<file path="src/bilevel_bank_map.vh">
// Register offsets, field positions and reset values for the bank comparator and current DAC registers.
`ifndef BILEVEL_BANK_MAP_VH
`define BILEVEL_BANK_MAP_VH
`define ADDR_BANK_COMPARE_SELECT   5'h0C
`define ADDR_BANK_COMPARE_STATUS   5'h0D
`define ADDR_CURRENT_DAC_HIGH_BITS 5'h0E
`define ADDR_CURRENT_DAC_LOW_BITS  5'h0F
`define SEL_EXT_THRESHOLD_BIT      7
`define SEL_BANK_SWITCH_BIT        3
`define SEL_BANK_MSB               2
`define SEL_BANK_LSB               0
`define DAC_LOW_KEEP_MASK          8'h03
`define RESET_BANK_SELECT          8'h00
`define RESET_DAC_HIGH             8'h00
`define RESET_DAC_LOW              8'h00
`define RESET_DAC_CODE             10'h000
`define MUX_SOURCE_MAX_CODE        10'h01F
`endif

</file>
<file path="src/bank_input_route.v">
// Bank input router: picks one group of eight comparator results out of sixty-four channels.
module bank_input_route #(
  parameter CHANNELS = 64,
  parameter GROUP    = 8
) (
  input  wire [CHANNELS-1:0] channel_above,
  input  wire [2:0]          bank_index,
  output wire [GROUP-1:0]    group_above
);
  // Bit k of the group is channel 8n+k+1, so bit 0 is the lowest channel of the bank.
  genvar k;
  generate
    for (k = 0; k < GROUP; k = k + 1) begin : g_bit
      assign group_above[k] = channel_above[{bank_index, 3'h0} + k];
    end
  endgenerate
endmodule

</file>
<file path="src/bilevel_bank_and_dac_regs.v">
// Register bank for the bank bi-level comparators and the staged 10-bit current DAC.
`include "bilevel_bank_map.vh"

////////////////////////////////////////////////////////////////////////////////
// Operation
// - Switch enable set routes the selected eight-channel bank to the comparators.
// - Switch enable clear uses mux channel select registers; bank bits ignored.
// - Bank code n selects channels 8n+1 through 8n+8.
// - Bits six to four are stored and read back, with no function.
// - Bit seven picks external threshold pin, else internal reference.
// - Bank selection register resets to zero.
// - Status register shows live outputs of the eight bank comparators.
// - Status bit is one when input exceeds the common threshold.
// - Status bit zero is lowest channel of bank, bit seven highest.
// - High register holds eight upper code bits, low register two lower.
// - Low register keeps two bits; upper six read zero.
// - Writing the high register joins both parts and updates the DAC at once.
// - DAC is powered down while function enable bit two is zero.
// - Source select zero uses four-bit source; DAC drives complementary pins.
// - General mode accepts codes 0 to 1023, complementary outputs.
// - Third mode: DAC acts as five-bit mux current source.
// - Source select one deselects four-bit source and assigns the DAC.
module bilevel_bank_and_dac_regs #(
  parameter CHANNELS = 64
) (
  input  wire                clk_sys,
  input  wire                nrst,
  input  wire                reg_write,
  input  wire                reg_read,
  input  wire [4:0]          reg_addr,
  input  wire [7:0]          reg_wdata,
  output reg  [7:0]          reg_rdata,
  input  wire [CHANNELS-1:0] channel_above,
  input  wire [7:0]          mux_select_above,
  input  wire                dac_enable,
  input  wire                mux_source_select,
  output wire                bank_switch_enable,
  output wire [2:0]          bank_index,
  output wire                external_threshold_select,
  output wire [9:0]          current_dac_code,
  output wire                dac_powered,
  output wire                dac_pins_active,
  output wire                dac_mux_source_active,
  output wire                four_bit_current_source_active,
  output wire                mux_code_out_of_range
);

  ////////////////////////////////////////////////////////////////////////////////
  // Input synchronisers. Comparator results and mode pins come from analog or
  // other logic outside this clock, so each passes two flops first.
  reg  [CHANNELS-1:0] chan_meta_q;
  reg  [CHANNELS-1:0] chan_sync_q;
  reg  [7:0]          musel_meta_q;
  reg  [7:0]          musel_sync_q;
  reg  [1:0]          mode_meta_q;
  reg  [1:0]          mode_sync_q;

  // The first stage is read only by the second stage.
  always @(posedge clk_sys) begin
    if (!nrst) begin
      chan_meta_q  <= {CHANNELS{1'b0}};
      chan_sync_q  <= {CHANNELS{1'b0}};
      musel_meta_q <= 8'h00;
      musel_sync_q <= 8'h00;
      mode_meta_q  <= 2'h0;
      mode_sync_q  <= 2'h0;
    end else begin
      chan_meta_q  <= channel_above;
      chan_sync_q  <= chan_meta_q;
      musel_meta_q <= mux_select_above;
      musel_sync_q <= musel_meta_q;
      mode_meta_q  <= {mux_source_select, dac_enable};
      mode_sync_q  <= mode_meta_q;
    end
  end

  ////////////////////////////////////////////////////////////////////////////////
  // Writable registers.
  reg  [7:0] bank_select_q;
  reg  [7:0] dac_high_q;
  reg  [1:0] dac_low_q;
  reg  [9:0] dac_code_q;
  wire       wr_select;
  wire       wr_high;
  wire       wr_low;

  assign wr_select = reg_write && (reg_addr == `ADDR_BANK_COMPARE_SELECT);
  assign wr_high   = reg_write && (reg_addr == `ADDR_CURRENT_DAC_HIGH_BITS);
  assign wr_low    = reg_write && (reg_addr == `ADDR_CURRENT_DAC_LOW_BITS);

  // Selection register stores all eight bits, unused ones included.
  always @(posedge clk_sys) begin
    if (!nrst) begin
      bank_select_q <= `RESET_BANK_SELECT;
    end else if (wr_select) begin
      bank_select_q <= reg_wdata;
    end
  end

  // The low register is only staging; the DAC does not move until the high
  // register is written, so a two-write update never shows a torn code.
  always @(posedge clk_sys) begin
    if (!nrst) begin
      dac_high_q <= `RESET_DAC_HIGH;
      dac_low_q  <= 2'h0;
      dac_code_q <= `RESET_DAC_CODE;
    end else begin
      if (wr_low) begin
        dac_low_q <= reg_wdata[1:0];
      end
      if (wr_high) begin
        dac_high_q <= reg_wdata;
        dac_code_q <= {reg_wdata, dac_low_q};
      end
    end
  end

  ////////////////////////////////////////////////////////////////////////////////
  // Comparator routing and status.
  wire [7:0] bank_group_above;
  wire [7:0] status_live;

  bank_input_route #(
    .CHANNELS (CHANNELS),
    .GROUP    (8)
  ) u_route (
    .channel_above (chan_sync_q),
    .bank_index    (bank_select_q[`SEL_BANK_MSB:`SEL_BANK_LSB]),
    .group_above   (bank_group_above)
  );

  assign bank_switch_enable        = bank_select_q[`SEL_BANK_SWITCH_BIT];
  assign bank_index                = bank_select_q[`SEL_BANK_MSB:`SEL_BANK_LSB];
  assign external_threshold_select = bank_select_q[`SEL_EXT_THRESHOLD_BIT];

  // Bank bits are ignored when switching is off; mux-select results take over.
  assign status_live = bank_switch_enable ? bank_group_above : musel_sync_q;

  ////////////////////////////////////////////////////////////////////////////////
  // DAC mode decode: off, complementary pins, or internal mux source.
  assign current_dac_code               = dac_code_q;
  assign dac_powered                    = mode_sync_q[0];
  assign dac_pins_active                = mode_sync_q[0] && !mode_sync_q[1];
  assign dac_mux_source_active          = mode_sync_q[0] && mode_sync_q[1];
  assign four_bit_current_source_active = !mode_sync_q[1];
  // Flags a host breach of the 0..31 limit; the code is still applied unchanged.
  assign mux_code_out_of_range = mode_sync_q[1] && (dac_code_q > `MUX_SOURCE_MAX_CODE);

  ////////////////////////////////////////////////////////////////////////////////
  // Read data is registered; a read returns the value one cycle later.
  // Writes to the status offset match no write strobe, so they do nothing.
  always @(posedge clk_sys) begin
    if (!nrst) begin
      reg_rdata <= 8'h00;
    end else if (reg_read) begin
      case (reg_addr)
        `ADDR_BANK_COMPARE_SELECT:   reg_rdata <= bank_select_q;
        `ADDR_BANK_COMPARE_STATUS:   reg_rdata <= status_live;
        `ADDR_CURRENT_DAC_HIGH_BITS: reg_rdata <= dac_high_q;
        `ADDR_CURRENT_DAC_LOW_BITS:  reg_rdata <= {6'h00, dac_low_q};
        default:                     reg_rdata <= 8'h00;
      endcase
    end
  end

endmodule

</file>
<file path="config.mk">
export PLATFORM = sky130hd
export DESIGN_NAME = bilevel_bank_and_dac_regs
export DESIGN_NICKNAME = d
export VERILOG_FILES = /design/src/bank_input_route.v /design/src/bilevel_bank_and_dac_regs.v
export VERILOG_INCLUDE_DIRS = /design/src /design/src/src
export SDC_FILE = /design/constraint.sdc
export NUM_CORES = 1
export LEC_CHECK = 0
export BUFFER_PORTS_ARGS = -buffer_cell sky130_fd_sc_hd__buf_4
export CAP_MARGIN = 20
export CORE_ASPECT_RATIO = 1.2
export CORE_MARGIN = 4
export CORE_UTILIZATION = 50
export DETAILED_ROUTE_END_ITERATION = 6
export PLACE_DENSITY = 0.71
export RECOVER_POWER = 50
export SETUP_SLACK_MARGIN = 0.15
export SLEW_MARGIN = 20
export SYNTH_ARGS = -nofsm -noshare
export SYNTH_HDL_FRONTEND = slang
export SYNTH_SLANG_ARGS = --single-unit
</file>
<file path="constraint.sdc">
create_clock -name clk_sys -period 2.5 [get_ports clk_sys]
set_clock_uncertainty 0.1 [all_clocks]
set_input_delay 0.375 -clock clk_sys [delete_from_list [all_inputs] [get_ports clk_sys]]
set_output_delay 0.375 -clock clk_sys [all_outputs]
set_load 0.03 [all_outputs]
</file>
# Word level (Yosys, flattened, before mapping)
# Cells that the tools add are included.
op_classes:
  addsub: 7
  magnitude_cmp: 9
  eq_ne: 4
  mux: 18
  reduce_logical: 7
op_table:
  columns: ["op", "count"]
  rows:
  - ["$lt A32 B7 Y1 const B", 7]
  - ["$bmux W1 S6", 7]
  - ["$pmux W8 S4", 1]
  - ["$add A6 B3 Y7 const B", 4]
  - ["$eq A5 B4 Y1 const B", 4]
  - ["$add A6 B2 Y7 const B", 2]
  - ["$gt A10 B5 Y1 const B", 1]
  - ["$mux W1", 8]
  - ["$mux W8", 1]
  - ["$add A6 B1 Y7 const B", 1]
  - ["$lt A6 B7 Y1 const B", 1]
  - ["$logic_and A1 B1 Y1", 6]
  - ["$bmux W1 S3", 1]
  - ["$logic_not A1 Y1", 1]
totals:
  ff_bits: 184
  in_bits: 91
  elab_cells: 56

# Longest topological paths before layout
logic_depth:
  word_depth: 5
  ltp_mapped: 6

# Modules after synthesis
# From an unflattened synthesis, not the netlist that was laid out.
unflattened:
  hier_cells: 507
  area_unflattened_um2: 5952.0
modules_own_cells:
  columns: ["module", "n_inst", "cells_per_inst", "area_per_inst_um2", "seq_area_each_um2"]
  rows:
  - ["bilevel_bank_and_dac_regs", 1, 478, 5401.4, 3523.4]
  - ["bank_input_route", 1, 29, 550.5, 0.0]

# Worst setup path after synthesis
# Ideal clock, no wire load.
synth_timing:
  kind: "reg2reg"
  start: "register bank_select_q[3]"
  end: "register reg_rdata[2]"
  setup_ps: 130
  arrival_ps: 1391
  setup_slack_ps: 880
  stages_incl_launch_ff: 5
  path_buffers: 1
  synth_period_minus_slack_ps: 1620
  cell_sequence: "dfxtp_1 > clkbuf_1 > nand2_1 > a2111oi_1 > nor3_1"
synth_between:
  elab_chain_cells: 2
synth_rtl:
  columns: ["item", "line", "source"]
  rows:
  - ["from (decl)", "bilevel_bank_and_dac_regs.v:79", "reg [7:0] bank_select_q;"]
  - ["from (signal assigned)", "bilevel_bank_and_dac_regs.v:94", "bank_select_q <= `RESET_BANK_SELECT;"]
  - ["from (signal assigned)", "bilevel_bank_and_dac_regs.v:96", "bank_select_q <= reg_wdata;"]
  - ["$mux W8", "bilevel_bank_and_dac_regs.v:137", "assign status_live = bank_switch_enable ? bank_group_above : musel_sync_q;"]
  - ["$pmux W8 S4", "bilevel_bank_and_dac_regs.v:156", "case (reg_addr)"]
  - ["to (signal assigned)", "bilevel_bank_and_dac_regs.v:157", "`ADDR_BANK_COMPARE_SELECT: reg_rdata <= bank_select_q;"]
  - ["to (signal assigned)", "bilevel_bank_and_dac_regs.v:158", "`ADDR_BANK_COMPARE_STATUS: reg_rdata <= status_live;"]
  - ["to (signal assigned)", "bilevel_bank_and_dac_regs.v:159", "`ADDR_CURRENT_DAC_HIGH_BITS: reg_rdata <= dac_high_q;"]
  - ["to (decl)", "bilevel_bank_and_dac_regs.v:32", "output reg [7:0] reg_rdata,"]
# No other way between the ends.
# A chain may end at the register's enable or synchronous reset.

# Worst setup path in the final report
layout_timing:
  start: "register bank_select_q[0]"
  end: "register reg_rdata[3]"
layout_between:
  elab_chain_cells: 5
layout_rtl:
  columns: ["item", "line", "source"]
  rows:
  - ["$add A6 B2 Y7", "bank_input_route.v:14", "assign group_above[k] = channel_above[{bank_index, 3'h0} + k];"]
  - ["$bmux W1 S6", "bank_input_route.v:14", null]
  - ["$mux W1 (not written as such)", "bank_input_route.v:14", null]
  - ["$mux W8", "bilevel_bank_and_dac_regs.v:137", null]
  - ["$pmux W8 S4", "bilevel_bank_and_dac_regs.v:156", null]
# No other way between the ends. The select of a mux whose other input is x is not followed.

==> run summary <==
Post-synth EDFFs: 0
vias: 3,907
grt total ovfl: 0
row count: 43
fraction of power spent switching nets: 0.221
Comb power frac: 0.057
Die Span X: 107 um
postcts setup bufs: 0
Power Total: 5690 uW
Hold Crit Class: primary input to flop
GP Congestion: 0.797
syn nets: 620
outcome: finished, final reports clean
H-tree depth reported by CTS: 4
GRT Resource Usage Total: 0.172
CTS Buf Count: 17
Mean Syn Cell Area: 11.2 um^2
critical path class: flop to flop
first-pass GRT wire length: 18,200 um
cells after synthesis: 529
Yosys cell types: 34
drt first pass iters: 4
nets: 728
final setup margin: 0.530 ns
Tcrit/Tclk final: 0.788
die height: 127 um
Lkg Pwr: 0.00313 uW
ys flop type: dfxtp_1
FFs w/ async S/R, synth: 0
DP Wirelength: 8360 um
synth warn: 0
DRC viols: 0
Worst-Margin Slew: 0.843 ns
Final ANT Viol Nets: 0
slowest CP cell: dfxtp_1
Placed Area: 0.00687 mm^2
worst-path cell chain: mux4_2 -> mux2i_1 -> a21oi_1 -> o21a_1
Worst Setup SP: bank_select_q[0]
FF-to-FF Start: bank_select_q[0]
Max-slew headroom: 0.438
Worst-Skew Late Latency: 0.41 ns
setup TNS: 0 ns
Place WS: 0.501 ns
Sequential Power Share: 0.519
pin count of the biggest net entering global routing: 69
cts repair resizes: 0
initial DRC count: 142
antenna violations before repair: 0
vias per cell: 4.84
internal power: 4430 uW
element type at the critical path end: flop
Worst path max stage delay: 0.74 ns
Crit Path Max Fanout: 13
clock buffer depth: 2
critical path arrival: 2.18 ns
PwrDens: 768 mW/mm^2
clock power share: 0.424
min-delay src: channel_above[21]
number of diodes: 0
TritonCTS clock tree: done
die area: 0.0136 mm^2
mapped cell area: 0.00591 mm^2
Setup violations, final: 0
Avg WL per Cell: 14.1 um
starting density of the core: 0.511
max-cap violation count: 0
final hold violation count: 0
CTS root buf: clkbuf_16
RSZ-0062 raised after global routing: false
Worst EP required: 2.71 ns
post-synthesis sequential area ratio: 0.596
clock sink count: 176
sw power: 1260 uW
area grow syn2layout: 25.3%
# IOs: 119
layout cell share with drive strength beyond 1: 0.254
hold buffer count at cts: 0
type of origin of the critical path: flop
fmax: 508 MHz
Yosys reg bits: 176
PortBufs: 118
core box area: 0.0116 mm^2
Slew Viols, Final: 0
# fillers: 940
min Tclk post-route: 1.97 ns
number of global-route vias before repair: 3,838
Final Cell Area: 0.00741 mm^2
Routed WL: 11,400 um
clk slew on worst S/H paths: 0.07 ns
VDD IR max: 486 uV
path summary, 6_finish.rpt:
path | cells past startpoint | slack [ns] | to
setup reg to reg | 4 | 0.53 | reg_rdata[3]
hold reg to reg | 1 | 0.33 | musel_sync_q[2]
hold / removal | 2 | 0.07 | chan_meta_q[21]
setup / recovery | 4 | 0.53 | reg_rdata[3]
critical path: cells and delay by family (launching register included):
kind               cells  cell delay [ns]
muxes                  2             0.76
DFF                    1             0.74
AOI/OAI and AO/OA      2             0.28
Yosys cell counts (all sizes together), types with 10 or more instances:
cell	count	area share
and3	10	0.013
o21ai	12	0.010
nor2b	14	0.015
mux2i	33	0.056
a22oi	10	0.013
a21boi	10	0.013
nand3	13	0.011
and2	151	0.16
dfxtp	176	0.60
nand2	13	0.0083
buf	11	0.015
clkbuf	22	0.014
cell usage in the layout (no fill, tap or decap), types with 7 or more instances in the layout:
| cell type | instances |
|---|---|
| a21boi_0 | 10 |
| and2_0 | 25 |
| mux2i_1 | 33 |
| a22oi_1 | 10 |
| clkbuf_16 | 17 |
| and2_1 | 126 |
| nor2b_1 | 14 |
| buf_4 | 118 |
| and3_1 | 7 |
| o21ai_0 | 12 |
| nand3_1 | 13 |
| nand2_1 | 13 |
| dfxtp_1 | 176 |
routing by layer:
layer / wire [um] / vias to the layer above / track usage
li1: - / 1963 / -
met1: 4990 / 1823 / 0.215
met2: 5630 / 110 / 0.286
met3: 635 / 11 / 0.0414
met4: 131 / 0 / 0.0715
met5: 0 / - / 0
sequential cells by signal (all words and copies together) (netlist names):
signal / cells
chan_meta_q: 64
chan_sync_q: 64
bank_select_q: 8
dac_high_q: 8
musel_meta_q: 8
musel_sync_q: 8
reg_rdata: 8
current_dac_code: 2
dac_low_q: 2
mode_meta_q: 2
mode_sync_q: 2
kinds of logic (layout without fill, tap and decap cells):
family | count (synthesis) | count (layout) | share of synthesized area
simple gates | 225 | 225 | 0.230
flops | 176 | 176 | 0.596
compound gates | 53 | 53 | 0.0645
mux | 39 | 39 | 0.0787
buf+inv | 36 | 157 | 0.0309
stage by stage:
stage | hold slack [ns] | instances | utilization
3_3_place_gp | 0.314 | 775 | 0.594
5_1_grt | 0.0472 | 807 | 0.640
2_1_floorplan | 0.312 | 529 | -
6_report | 0.0657 | 807 | 0.640
3_5_place_dp | 0.318 | 775 | 0.594
4_1_cts | 0.0492 | 807 | 0.641
cell type report:
type / count / area, um^2 / area share
Clock inverter: 13 / 106 / 0.0144
Timing Repair Buffer: 122 / 920 / 0.124
Inverter: 3 / 11.3 / 0.00152
Multi-Input combinational cell: 317 / 2210 / 0.298
Tap cell: 157 / 196 / 0.0265
Clock buffer: 19 / 443 / 0.0598
Sequential cell: 176 / 3520 / 0.476
power by group through the flow:
stage | registers (uW) | logic [uW] | clock network (uW)
2_1_floorplan | 3020 | 159 | 0
3_3_place_gp | 3020 | 325 | 0
3_5_place_dp | 3020 | 331 | 0
4_1_cts | 2960 | 331 | 2460
5_1_grt | 2960 | 359 | 2580
6_report | 2950 | 323 | 2410
No activity file was read; power rests on OpenSTA's default activity.
